File: config.mk
export PLATFORM = sky130hd
export DESIGN_NAME = sector_guard
export DESIGN_NICKNAME = d
export VERILOG_FILES = /design/src/logic/guard_timer.v /design/src/logic/password_vault.v /design/src/logic/sector_guard.v
export VERILOG_INCLUDE_DIRS = /design/src /design/src/logic
export SDC_FILE = /design/constraint.sdc
export NUM_CORES = 1
export LEC_CHECK = 0
export BUFFER_PORTS_ARGS = -buffer_cell sky130_fd_sc_hd__buf_2
export CORE_MARGIN = 3
export CORE_UTILIZATION = 55
export DETAILED_ROUTE_END_ITERATION = 10
export GPL_TIMING_DRIVEN = 0
export PLACE_DENSITY = 0.73
export SLEW_MARGIN = 5
export SYNTH_ARGS = -nofsm -noshare
export SYNTH_HDL_FRONTEND = slang
export SYNTH_HIERARCHICAL = 1
export SYNTH_SLANG_ARGS = --single-unit
File: constraint.sdc
create_clock -name pclk -period 10.3 [get_ports pclk]
set_clock_uncertainty 0.1 [all_clocks]
set_input_delay 2.06 -clock pclk [delete_from_list [all_inputs] [get_ports pclk]]
set_output_delay 2.06 -clock pclk [all_outputs]
set_load 0.02 [all_outputs]
File: src/logic/sector_guard_consts.vh
/*
  constants of the sector write protection block: apb offsets, field
  positions, reset values, command codes and operation times.
  assumes a 100 MHz pclk and 32-bit apb data.
*/
// What this block does
// - wp pin low with write-disable bit set freezes status and config bits.
// - sector protected when block range or per-sector scheme protects it.
// - each sector has nonvolatile and volatile guard bit; either 0 protects.
// - lock bit 0 makes nonvolatile bit program or erase fail unchanged.
// - persistent mode sets lock bit at power-on and hardware reset.
// - persistent mode: no command sets lock bit again once cleared.
// - password mode clears lock bit at hardware reset; power-on resets mode to 11 and sets lock bit.
// - password mode sets lock bit only on 64-bit password match.
// - lock-clear command clears lock bit in either mode.
// - mode field 11 default persistent, 10 persistent, 01 password, 00 fails.
// - unconfigured device starts persistent with all sectors unprotected.
// - once a mode bit is programmed, mode register changes are rejected.
// - mode register program takes a page-program time with busy shown.
// - nonvolatile bits program to 0 singly, erase to 1 together.
// - guard program takes page time, erase sector time, busy shown.
// - read command returns addressed sector's nonvolatile guard bit.
// - volatile write clears bit to protect or sets it to unprotect.
// - volatile bits accept unlimited set and clear, no lock.
// - volatile bits unprotected after power cycle, software or hardware reset.
// - software reset leaves lock bit unchanged.
// - unlock at most every 100 us; mismatch sets error, busy, lock 0.
`ifndef SECTOR_GUARD_CONSTS_VH
`define SECTOR_GUARD_CONSTS_VH

// ----------------------------------------------------------------
// register offsets
// ----------------------------------------------------------------
`define OFS_CMD        8'h00
`define OFS_STATUS     8'h04
`define OFS_SR         8'h08
`define OFS_MODE       8'h0c
`define OFS_PWD_LO     8'h10
`define OFS_PWD_HI     8'h14

// ----------------------------------------------------------------
// fields
// ----------------------------------------------------------------
`define CMD_OP_LSB     0
`define CMD_SEC_LSB    16
`define ST_WIP         0
`define ST_PERR        1
`define ST_LOCK        2
`define ST_MODE_LSB    3
`define ST_CHK_PROT    5
`define ST_RD_NV       6
`define ST_RD_V        7
`define SR_BP_LSB      2
`define SR_TBPROT      5
`define SR_STATUS_WRITE_DISABLE_BIT        7
`define MODE_LSB       1

// ----------------------------------------------------------------
// reset values and mode codes
// ----------------------------------------------------------------
`define MODE_DEFAULT   2'b11
`define MODE_PERSIST   2'b10
`define MODE_PASSWORD  2'b01
`define MODE_ILLEGAL   2'b00
`define PWD_RESET      64'hffffffffffffffff

// ----------------------------------------------------------------
// commands
// ----------------------------------------------------------------
`define OP_NV_PROG     4'h1
`define OP_NV_ERASE    4'h2
`define OP_V_CLEAR     4'h3
`define OP_V_SET       4'h4
`define OP_LOCK_CLEAR  4'h5
`define OP_PWD_UNLOCK  4'h6
`define OP_PWD_PROG    4'h8
`define OP_SOFT_RESET  4'h9
`define OP_ARRAY_CHECK 4'ha
`define OP_ERR_CLEAR   4'hb
`define OP_READ_GUARD  4'hc

// ----------------------------------------------------------------
// timing
// ----------------------------------------------------------------
`define CLK_MHZ        100
`define PAGE_PROG_US   250
`define SECT_ERASE_US  1000
`define UNLOCK_GAP_US  100

`endif

File: src/logic/guard_timer.v
/*
  busy timer for guard operations: loads a cycle count on start and pulses
  done when it runs out.
  assumes start is only given while idle.
*/
`timescale 1ns/1ps
module guard_timer (
  // clock and reset
  input  wire        clk,
  input  wire        rst_n,
  // control
  input  wire        start,
  input  wire [31:0] load,
  // state
  output reg         busy,
  output reg         done
);

  reg [31:0] cnt_q;

  always @(posedge clk or negedge rst_n) begin
    if (!rst_n) begin
      cnt_q <= 32'h00000000;
      busy  <= 1'b0;
      done  <= 1'b0;
    end else begin
      done <= 1'b0;
      if (start) begin
        cnt_q <= (load == 32'h00000000) ? 32'h00000001 : load;
        busy  <= 1'b1;
      end else if (busy) begin
        if (cnt_q == 32'h00000001) begin
          busy <= 1'b0;
          done <= 1'b1;
        end
        cnt_q <= cnt_q - 32'h00000001;
      end
    end
  end

endmodule

File: src/logic/password_vault.v
/*
  hidden 64-bit password store with match output.
  assumes the caller blocks programming once password mode is fixed.
*/
`timescale 1ns/1ps
`include "sector_guard_consts.vh"
module password_vault (
  // clock and reset
  input  wire        clk,
  input  wire        rst_n,
  // program and compare
  input  wire        prog,
  input  wire [63:0] data,
  output wire        match
);

  reg [63:0] pwd_q;

  // one-time cells: only zeros can be written, a later one is lost
  always @(posedge clk or negedge rst_n) begin
    if (!rst_n) begin
      pwd_q <= `PWD_RESET;
    end else if (prog) begin
      pwd_q <= pwd_q & data;
    end
  end

  assign match = (pwd_q == data);

endmodule

File: src/logic/sector_guard.v
/*
  sector write protection: block range, per-sector guard bits, guard lock
  and its mode, reached over apb.
  assumes presetn is power-on; hw_reset_n and wp_n are asynchronous pins.
*/
`timescale 1ns/1ps
`include "sector_guard_consts.vh"
module sector_guard #(
  parameter        SAW          = 6,
  parameter [31:0] PAGE_CYC     = `PAGE_PROG_US * `CLK_MHZ,
  parameter [31:0] ERASE_CYC    = `SECT_ERASE_US * `CLK_MHZ,
  parameter [31:0] UNLOCK_CYC   = `UNLOCK_GAP_US * `CLK_MHZ
) (
  // apb slave
  input  wire               pclk,
  input  wire               presetn,
  input  wire               psel,
  input  wire               penable,
  input  wire               pwrite,
  input  wire [7:0]         paddr,
  input  wire [31:0]        pwdata,
  output reg  [31:0]        prdata,
  output reg                pready,
  output reg                pslverr,
  // pins
  input  wire               wp_n,
  input  wire               hw_reset_n,
  // protection state
  output reg                write_in_progress_flag,
  output reg                guard_lock_bit,
  output reg  [(1<<SAW)-1:0] sector_prot
);

  localparam NS = 1 << SAW;
  localparam [SAW:0] NS_W = NS;
  localparam ST_IDLE = 1'b0;
  localparam ST_BUSY = 1'b1;

  // ----------------------------------------------------------------
  // pin synchronisers
  // ----------------------------------------------------------------
  reg [1:0] wp_s_q;
  reg [1:0] hr_s_q;
  always @(posedge pclk or negedge presetn) begin
    if (!presetn) begin
      wp_s_q <= 2'b11;
      hr_s_q <= 2'b11;
    end else begin
      wp_s_q <= {wp_s_q[0], wp_n};
      hr_s_q <= {hr_s_q[0], hw_reset_n};
    end
  end
  wire wp_low   = ~wp_s_q[1];
  wire hw_reset = ~hr_s_q[1];

  // ----------------------------------------------------------------
  // state
  // ----------------------------------------------------------------
  reg [NS-1:0]  nv_q;
  reg [NS-1:0]  v_q;
  reg [1:0]     mode_q;
  reg [2:0]     bp_q;
  reg           tbprot_q;
  reg           status_write_disable_bit_q;
  reg           perr_q;
  reg           chk_q;
  reg           rd_nv_q;
  reg           rd_v_q;
  reg [63:0]    stage_q;
  reg           state_q;
  reg [3:0]     pend_op_q;
  reg [SAW-1:0] pend_sec_q;
  reg [1:0]     pend_mode_q;

  wire password_mode = (mode_q == `MODE_PASSWORD);

  // ----------------------------------------------------------------
  // protection functions
  // ----------------------------------------------------------------
  function block_hit;
    input [SAW-1:0] idx;
    input [2:0]     bp;
    input           tb;
    reg   [SAW:0]   cnt;
    begin
      if (bp == 3'd0)
        cnt = {(SAW+1){1'b0}};
      else if (bp == 3'd7)
        cnt = NS_W;
      else
        cnt = NS_W >> (3'd7 - bp);
      block_hit = tb ? ({1'b0, idx} < cnt) : ({1'b0, idx} >= NS_W - cnt);
    end
  endfunction

  function combined;
    input [SAW-1:0] idx;
    begin
      combined = block_hit(idx, bp_q, tbprot_q) | ~nv_q[idx] | ~v_q[idx];
    end
  endfunction

  // ----------------------------------------------------------------
  // apb decode
  // ----------------------------------------------------------------
  wire access  = psel & penable & pready;
  wire wr      = access & pwrite;
  wire known   = (paddr == `OFS_CMD) | (paddr == `OFS_STATUS) | (paddr == `OFS_SR) |
                 (paddr == `OFS_MODE) | (paddr == `OFS_PWD_LO) | (paddr == `OFS_PWD_HI);
  wire idle    = (state_q == ST_IDLE);
  wire cmd_wr  = wr & (paddr == `OFS_CMD) & idle;
  wire [3:0]     op  = pwdata[`CMD_OP_LSB +: 4];
  wire [SAW-1:0] sec = pwdata[`CMD_SEC_LSB +: SAW];
  wire sr_wr   = wr & (paddr == `OFS_SR) & idle;
  wire mode_wr = wr & (paddr == `OFS_MODE) & idle;
  wire [1:0] mode_new = mode_q & pwdata[`MODE_LSB +: 2];

  wire [31:0] status_word = {24'h000000, rd_v_q, rd_nv_q, chk_q, mode_q,
                             guard_lock_bit, perr_q, write_in_progress_flag};
  wire [31:0] sr_word     = {24'h000000, status_write_disable_bit_q, 1'b0, tbprot_q, bp_q, 2'b00};

  reg [31:0] rdata;
  always @* begin
    case (paddr)
      `OFS_STATUS: rdata = status_word;
      `OFS_SR:     rdata = sr_word;
      `OFS_MODE:   rdata = {29'h00000000, mode_q, 1'b0};
      `OFS_PWD_LO: rdata = stage_q[31:0];
      `OFS_PWD_HI: rdata = stage_q[63:32];
      default:     rdata = 32'h00000000;
    endcase
  end

  // one wait state so read data leaves a flop
  always @(posedge pclk or negedge presetn) begin
    if (!presetn) begin
      pready  <= 1'b0;
      pslverr <= 1'b0;
      prdata  <= 32'h00000000;
    end else begin
      pready  <= psel & penable & ~pready;
      pslverr <= psel & penable & ~pready & ~known;
      if (psel & penable & ~pready & ~pwrite)
        prdata <= rdata;
    end
  end

  // ----------------------------------------------------------------
  // submodules
  // ----------------------------------------------------------------
  wire pwd_match;
  wire tmr_busy;
  wire tmr_done;
  reg  tmr_start;
  reg  [31:0] tmr_load;

  // programming refused once password mode is fixed
  password_vault u_vault (
    .clk   (pclk),
    .rst_n (presetn),
    .prog  (cmd_wr & (op == `OP_PWD_PROG) & ~password_mode),
    .data  (stage_q),
    .match (pwd_match)
  );

  guard_timer u_timer (
    .clk   (pclk),
    .rst_n (presetn),
    .start (tmr_start),
    .load  (tmr_load),
    .busy  (tmr_busy),
    .done  (tmr_done)
  );

  always @* begin
    tmr_start = 1'b0;
    tmr_load  = PAGE_CYC;
    if (mode_wr && mode_q == `MODE_DEFAULT && mode_new != `MODE_ILLEGAL) begin
      tmr_start = 1'b1;
    end else if (cmd_wr) begin
      case (op)
        `OP_NV_PROG: begin
          tmr_start = guard_lock_bit;
        end
        `OP_NV_ERASE: begin
          tmr_start = guard_lock_bit;
          tmr_load  = ERASE_CYC;
        end
        `OP_PWD_UNLOCK: begin
          tmr_start = password_mode & ~pwd_match;
          tmr_load  = UNLOCK_CYC;
        end
        default: begin
          tmr_start = 1'b0;
        end
      endcase
    end
  end

  // ----------------------------------------------------------------
  // guard logic
  // ----------------------------------------------------------------
  integer i;
  always @(posedge pclk or negedge presetn) begin
    if (!presetn) begin
      nv_q                   <= {NS{1'b1}};
      v_q                    <= {NS{1'b1}};
      mode_q                 <= `MODE_DEFAULT;
      bp_q                   <= 3'b000;
      tbprot_q               <= 1'b0;
      status_write_disable_bit_q                 <= 1'b0;
      perr_q                 <= 1'b0;
      chk_q                  <= 1'b0;
      rd_nv_q                <= 1'b1;
      rd_v_q                 <= 1'b1;
      stage_q                <= 64'h0000000000000000;
      state_q                <= ST_IDLE;
      pend_op_q              <= 4'h0;
      pend_sec_q             <= {SAW{1'b0}};
      pend_mode_q            <= `MODE_DEFAULT;
      write_in_progress_flag <= 1'b0;
      guard_lock_bit         <= 1'b1;
      sector_prot            <= {NS{1'b0}};
    end else if (hw_reset) begin
      // volatile bits open on hardware reset
      v_q                    <= {NS{1'b1}};
      guard_lock_bit         <= ~password_mode;
      state_q                <= ST_IDLE;
      write_in_progress_flag <= 1'b0;
      perr_q                 <= 1'b0;
    end else begin
      for (i = 0; i < NS; i = i + 1)
        sector_prot[i] <= combined(i[SAW-1:0]);
      if (wr && paddr == `OFS_PWD_LO)
        stage_q[31:0] <= pwdata;
      if (wr && paddr == `OFS_PWD_HI)
        stage_q[63:32] <= pwdata;
      // frozen by pin and write-disable bit
      if (sr_wr && !(wp_low && status_write_disable_bit_q)) begin
        bp_q     <= pwdata[`SR_BP_LSB +: 3];
        tbprot_q <= pwdata[`SR_TBPROT];
        status_write_disable_bit_q   <= pwdata[`SR_STATUS_WRITE_DISABLE_BIT];
      end
      if (cmd_wr && op == `OP_ERR_CLEAR)
        perr_q <= 1'b0;
      if (mode_wr) begin
        // both bits zero is an error
        if (mode_q != `MODE_DEFAULT || mode_new == `MODE_ILLEGAL) begin
          perr_q <= 1'b1;
        end else begin
          pend_op_q              <= 4'h0;
          pend_mode_q            <= mode_new;
          state_q                <= ST_BUSY;
          write_in_progress_flag <= 1'b1;
        end
      end
      if (cmd_wr) begin
        case (op)
          `OP_NV_PROG, `OP_NV_ERASE: begin
            if (!guard_lock_bit) begin
              perr_q <= 1'b1;
            end else begin
              pend_op_q              <= op;
              pend_sec_q             <= sec;
              state_q                <= ST_BUSY;
              write_in_progress_flag <= 1'b1;
            end
          end
          `OP_V_CLEAR: v_q[sec] <= 1'b0;
          `OP_V_SET:   v_q[sec] <= 1'b1;
          `OP_LOCK_CLEAR: guard_lock_bit <= 1'b0;
          `OP_PWD_UNLOCK: begin
            // persistent mode has no way to set
            if (password_mode) begin
              if (pwd_match) begin
                guard_lock_bit <= 1'b1;
              end else begin
                // mismatch: error, busy for the gap
                perr_q                 <= 1'b1;
                pend_op_q              <= op;
                state_q                <= ST_BUSY;
                write_in_progress_flag <= 1'b1;
              end
            end
          end
          `OP_SOFT_RESET: v_q <= {NS{1'b1}};
          // check before array program or erase
          `OP_ARRAY_CHECK: begin
            chk_q <= combined(sec);
            if (combined(sec))
              perr_q <= 1'b1;
          end
          `OP_READ_GUARD: begin
            rd_nv_q <= nv_q[sec];
            rd_v_q  <= v_q[sec];
          end
          default: begin
            chk_q <= chk_q;
          end
        endcase
      end
      if (state_q == ST_BUSY && tmr_done) begin
        state_q                <= ST_IDLE;
        write_in_progress_flag <= 1'b0;
        case (pend_op_q)
          // one bit to zero, all to one
          `OP_NV_PROG:    nv_q[pend_sec_q] <= 1'b0;
          `OP_NV_ERASE:   nv_q <= {NS{1'b1}};
          `OP_PWD_UNLOCK: nv_q <= nv_q;
          default:        mode_q <= pend_mode_q;
        endcase
      end
    end
  end

endmodule

==> metrics.md <==
| Metric | Value |
|---|---|
| YS warnings | 6 |
| Syn Inst Count | 1968 |
| Synth cell types | 82 |
| Unrepaired setup endpoints after global routing | no |
| Via-per-instance ratio | 6.20 |
| Number of global-route vias before repair | 17397 |
| Reg2reg start | bp_q[2]$_DFFE_PN0P_ |
| Cells after DPL | 2666 |
| Post-CTS Setup Inserts | 0 |
| Final hold slack | 0.250 ns |
| R2R cell count | 19 |
| Max-Cap Viols | 0 |
| Setup crit end kind | flop |
| Finished layout cell area | 24400 µm² |
| DR pass1 iterations | 7 |
| Final setup fails | 0 |
| Power consumption | 3.53 mW |
| Asr flop ratio synth | 100% |
| Netlist Area Pre-Place | 21200 µm² |
| Hold Path Cell Cnt | 0 |
| Outcome | completed |
| Largest net degree at the start of global routing | 120 |
| Lkg Pwr | 10.4 nW |
| TritonCTS clock tree | built |
| Total gr overflow | 0 |
| Initial antenna violation count | 1 |
| PortBufs | 142 |
| CTS buffer count | 45 |
| Clk buf depth | 3 |
| Predominant post-synthesis flop cell | dfrtp_1 |
| # DRC | 0 |
| Synth-to-layout area growth | 15.0% |
| H-tree lvl count | 2 |
| Hold Crit Class | flop to flop |
| Slew Viols, Final | 0 |
| Core Footprint | 37800 µm² |
| Startpoint Class | flop |
| CTS root buffer | clkbuf_16 |
| Hold EP | wp_s_q[1]$_DFF_PN1_ |
| Std cell rows | 71 |
| Die Wd | 202 µm |
| Peak VDD IR | 0.144 mV |
| Hold_buf cts | 0 |
| Worst min-delay path startpoint | wp_s_q[0]$_DFF_PN1_ |
| Crit Path Class | flop to flop |
| Gpl congestion | 0.939 |
| Worst slew margin | 22.1% |
| CTS clock-pin slew for the worst setup and hold paths | 0.06 ns |
| Worst Max-Slew Pin Slew | 1.16 ns |
| Clk sinks | 418 |
| Power Density | 145 nW/µm² |
| Post-synth EDFFs | 0 |
| #FFs+latches synth | 418 |
| GR Util All Layers | 31.7% |
| Worst reg-to-reg setup slack | 4.26 ns |
| Post-synthesis sequential area ratio | 50.5% |
| Final Net Count | 2327 |
| Starting Density | 56.1% |
| Vias | 17058 |
| 1st-iter DRT viols | 1603 |
| Clk Latency, worst-skew pair | 0.57 ns |
| Ports | 147 |
| Synth Area per Inst | 10.8 µm² |
| Post-Route WL | 64900 µm |
| Placed Area | 22900 µm² |
| Share of post-route cells with drive strength above 1 | 29.8% |
| Post-route minimum period | 6.04 ns |
| Final period utilization | 58.6% |
| Final ANT Viol Nets | 0 |
| CTS resizes | 0 |
| Dpl hpwl | 46100 µm |
| Multi-input gate area | 9970 µm² |
| Die height | 202 µm |
| CP max FO | 10 |
| Hold Vio Cnt, Final | 0 |
| First-pass GRT wire length | 101000 µm |
| Layout fillers | 3006 |
| Required time of the critical path | 10.66 ns |
| Critical path arrival | 6.39 ns |
| Register area | 10700 µm² |
| Max Fclk | 166 MHz |
| Die area | 41000 µm² |
| Final Instance Count excl. Fillers | 2750 |
| Routed wire per std cell | 23.6 µm |
| Worst r2r dst | chk_q$_DFFE_PN0P_ |
[through the flow]
stage	worst slack, ns	TNS (ns)	util [%]
floorplan	5.62	0	-
global placement	-0.896	-176.23	60.1
detailed placement	4.43	0	60.4
CTS	4.41	0	64.5
global route	3.91	0	64.5
finish	4.26	0	64.5
[final cells by class]
class | instances | share of cell area (%)
timing repair buffer | 146 | 3.40
tap | 511 | 2.62
buffer | 127 | 2.57
sequential | 418 | 43.9
inverter | 20 | 0.307
clock buffer | 66 | 5.59
multi-input combinational | 1444 | 40.8
clock inverter | 17 | 0.804
antenna | 1 | 0.0102
[cell families (layout without fill, tap and decap cells)]
family | after synthesis | in the layout | synth area share (%)
compound gates | 354 | 354 | 10.5
xor+xnor | 34 | 34 | 1.40
fa+ha+maj | 80 | 80 | 4.69
buf+inv | 147 | 376 | 3.31
flops | 418 | 418 | 50.5
mux | 264 | 264 | 14.5
other cells | 1 | 43 | 0.0177
simple gates | 670 | 670 | 15.0
[critical path: stages (launching register included)]
cell and delay (ns):
dfrtp_1 0.43, clkbuf_1 0.38, clkbuf_1 0.54, clkbuf_1 0.42, nor2_1 0.19, inv_1 0.14
ha_1 0.15, clkbuf_1 0.36, clkbuf_1 0.42, clkbuf_1 0.43, nand2_1 0.09, nand2_1 0.08
ha_1 0.24, a21oi_1 0.12, o21ai_0 0.21, maj3_1 0.41, maj3_1 0.35, a211oi_1 0.25
o311ai_0 0.26, mux2_2 0.34
[routing by layer]
metal,track usage [%],wire [µm],vias up
li1,-,-,7510
met1,43.3,27000,8550
met2,49.4,29600,802
met3,6.08,5280,196
met4,14.4,3060,0
met5,0,0,-
[flip-flops by register name, indices dropped and copies added (netlist names), 2 cells and up]
| register | cells |
|---|---|
| prdata | 32 |
| mode_q | 2 |
| v_q | 64 |
| u_vault/pwd_q | 64 |
| sector_prot | 64 |
| wp_s_q | 2 |
| hr_s_q | 2 |
| pend_op_q | 4 |
| u_timer/cnt_q | 32 |
| pend_mode_q | 2 |
| nv_q | 64 |
| bp_q | 3 |
| stage_q | 64 |
| pend_sec_q | 6 |
[where the power goes]
group          internal, mW  total (mW)  switching [mW]
sequential             1.65        1.66         0.00328
clock                  1.02        1.70           0.679
combinational        0.0473       0.181           0.134
total                  2.72        3.53           0.816
[worst max path at each step]
stage,startpoint,to,slack (ns),cells after the start
floorplan,paddr[1],u_timer/cnt_q[0]$_DFFE_PN0P_,5.62,11
global placement,presetn,sector_prot[19]$_DFFE_PN0P_,-0.90,1
detailed placement,bp_q[2]$_DFFE_PN0P_,chk_q$_DFFE_PN0P_,4.43,19
CTS,bp_q[2]$_DFFE_PN0P_,chk_q$_DFFE_PN0P_,4.41,19
global route,bp_q[2]$_DFFE_PN0P_,chk_q$_DFFE_PN0P_,3.91,19
finish,bp_q[2]$_DFFE_PN0P_,chk_q$_DFFE_PN0P_,4.26,19
[synth_stat cells (5+ instances only)]
cell type / number / share of area, %
a21o_1: 5 / 0.18
o21ai_1: 7 / 0.17
ha_1: 78 / 4.6
buf_1: 10 / 0.18
o21ai_0: 139 / 3.3
and3_1: 7 / 0.21
o211ai_1: 6 / 0.21
a21oi_1: 33 / 0.78
nor2b_1: 9 / 0.27
or3_1: 10 / 0.29
nor3_1: 37 / 0.87
o22ai_1: 5 / 0.15
clkbuf_1: 76 / 1.3
nor4_1: 35 / 1.0
buf_2: 20 / 0.47
dfstp_2: 203 / 25
xnor2_1: 29 / 1.2
dfrtp_1: 215 / 25
nor2_1: 232 / 4.1
a22oi_1: 8 / 0.28
a211oi_1: 6 / 0.21
nand4_1: 17 / 0.50
nand2_1: 215 / 3.8
or2_2: 6 / 0.18
buf_6: 13 / 0.69
nor4_2: 5 / 0.29
mux4_2: 21 / 2.2
a41oi_1: 12 / 0.50
mux2_2: 143 / 7.6
nor4_4: 6 / 0.60
a31oi_1: 51 / 1.5
nand2b_1: 13 / 0.38
o21a_1: 8 / 0.28
nand3_1: 29 / 0.68
nor3b_1: 7 / 0.25
o22a_1: 11 / 0.45
nand3b_1: 10 / 0.35
xor2_1: 5 / 0.21
a22o_1: 7 / 0.29
inv_1: 18 / 0.32
and2_1: 7 / 0.21
mux2i_1: 99 / 4.7
buf_4: 7 / 0.25
o31ai_1: 27 / 0.95
[layout by cell type, fill, tap and decap left out, types with 7 or more instances in the layout]
cell type  netlist  routed
a21oi_1         33      33
a22o_1           7       7
a22oi_1          8       8
a31oi_1         51      51
a41oi_1         12      12
and2_1           7       7
and3_1           7       7
buf_1           10      10
buf_2           20     161
buf_4            7       7
buf_6           13      13
clkbuf_1        76      82
clkbuf_16        0      46
clkbuf_8         0      14
clkinv_2         0      12
conb_1           1      42
dfrtp_1        215     215
dfstp_2        203     203
ha_1            78      78
inv_1           18      18
mux2_2         143     143
mux2i_1         99      99
mux4_2          21      21
nand2_1        215     215
nand2b_1        13      13
nand3_1         29      29
nand3b_1        10      10
nand4_1         17      17
nor2_1         232     232
nor2b_1          9       9
nor3_1          37      36
nor3b_1          7       7
nor4_1          35      35
o21a_1           8       8
o21ai_0        139     139
o21ai_1          7       7
o22a_1          11      11
o31ai_1         27      27
or3_1           10      10
xnor2_1         29      29
(Power assumes the default switching activity.)
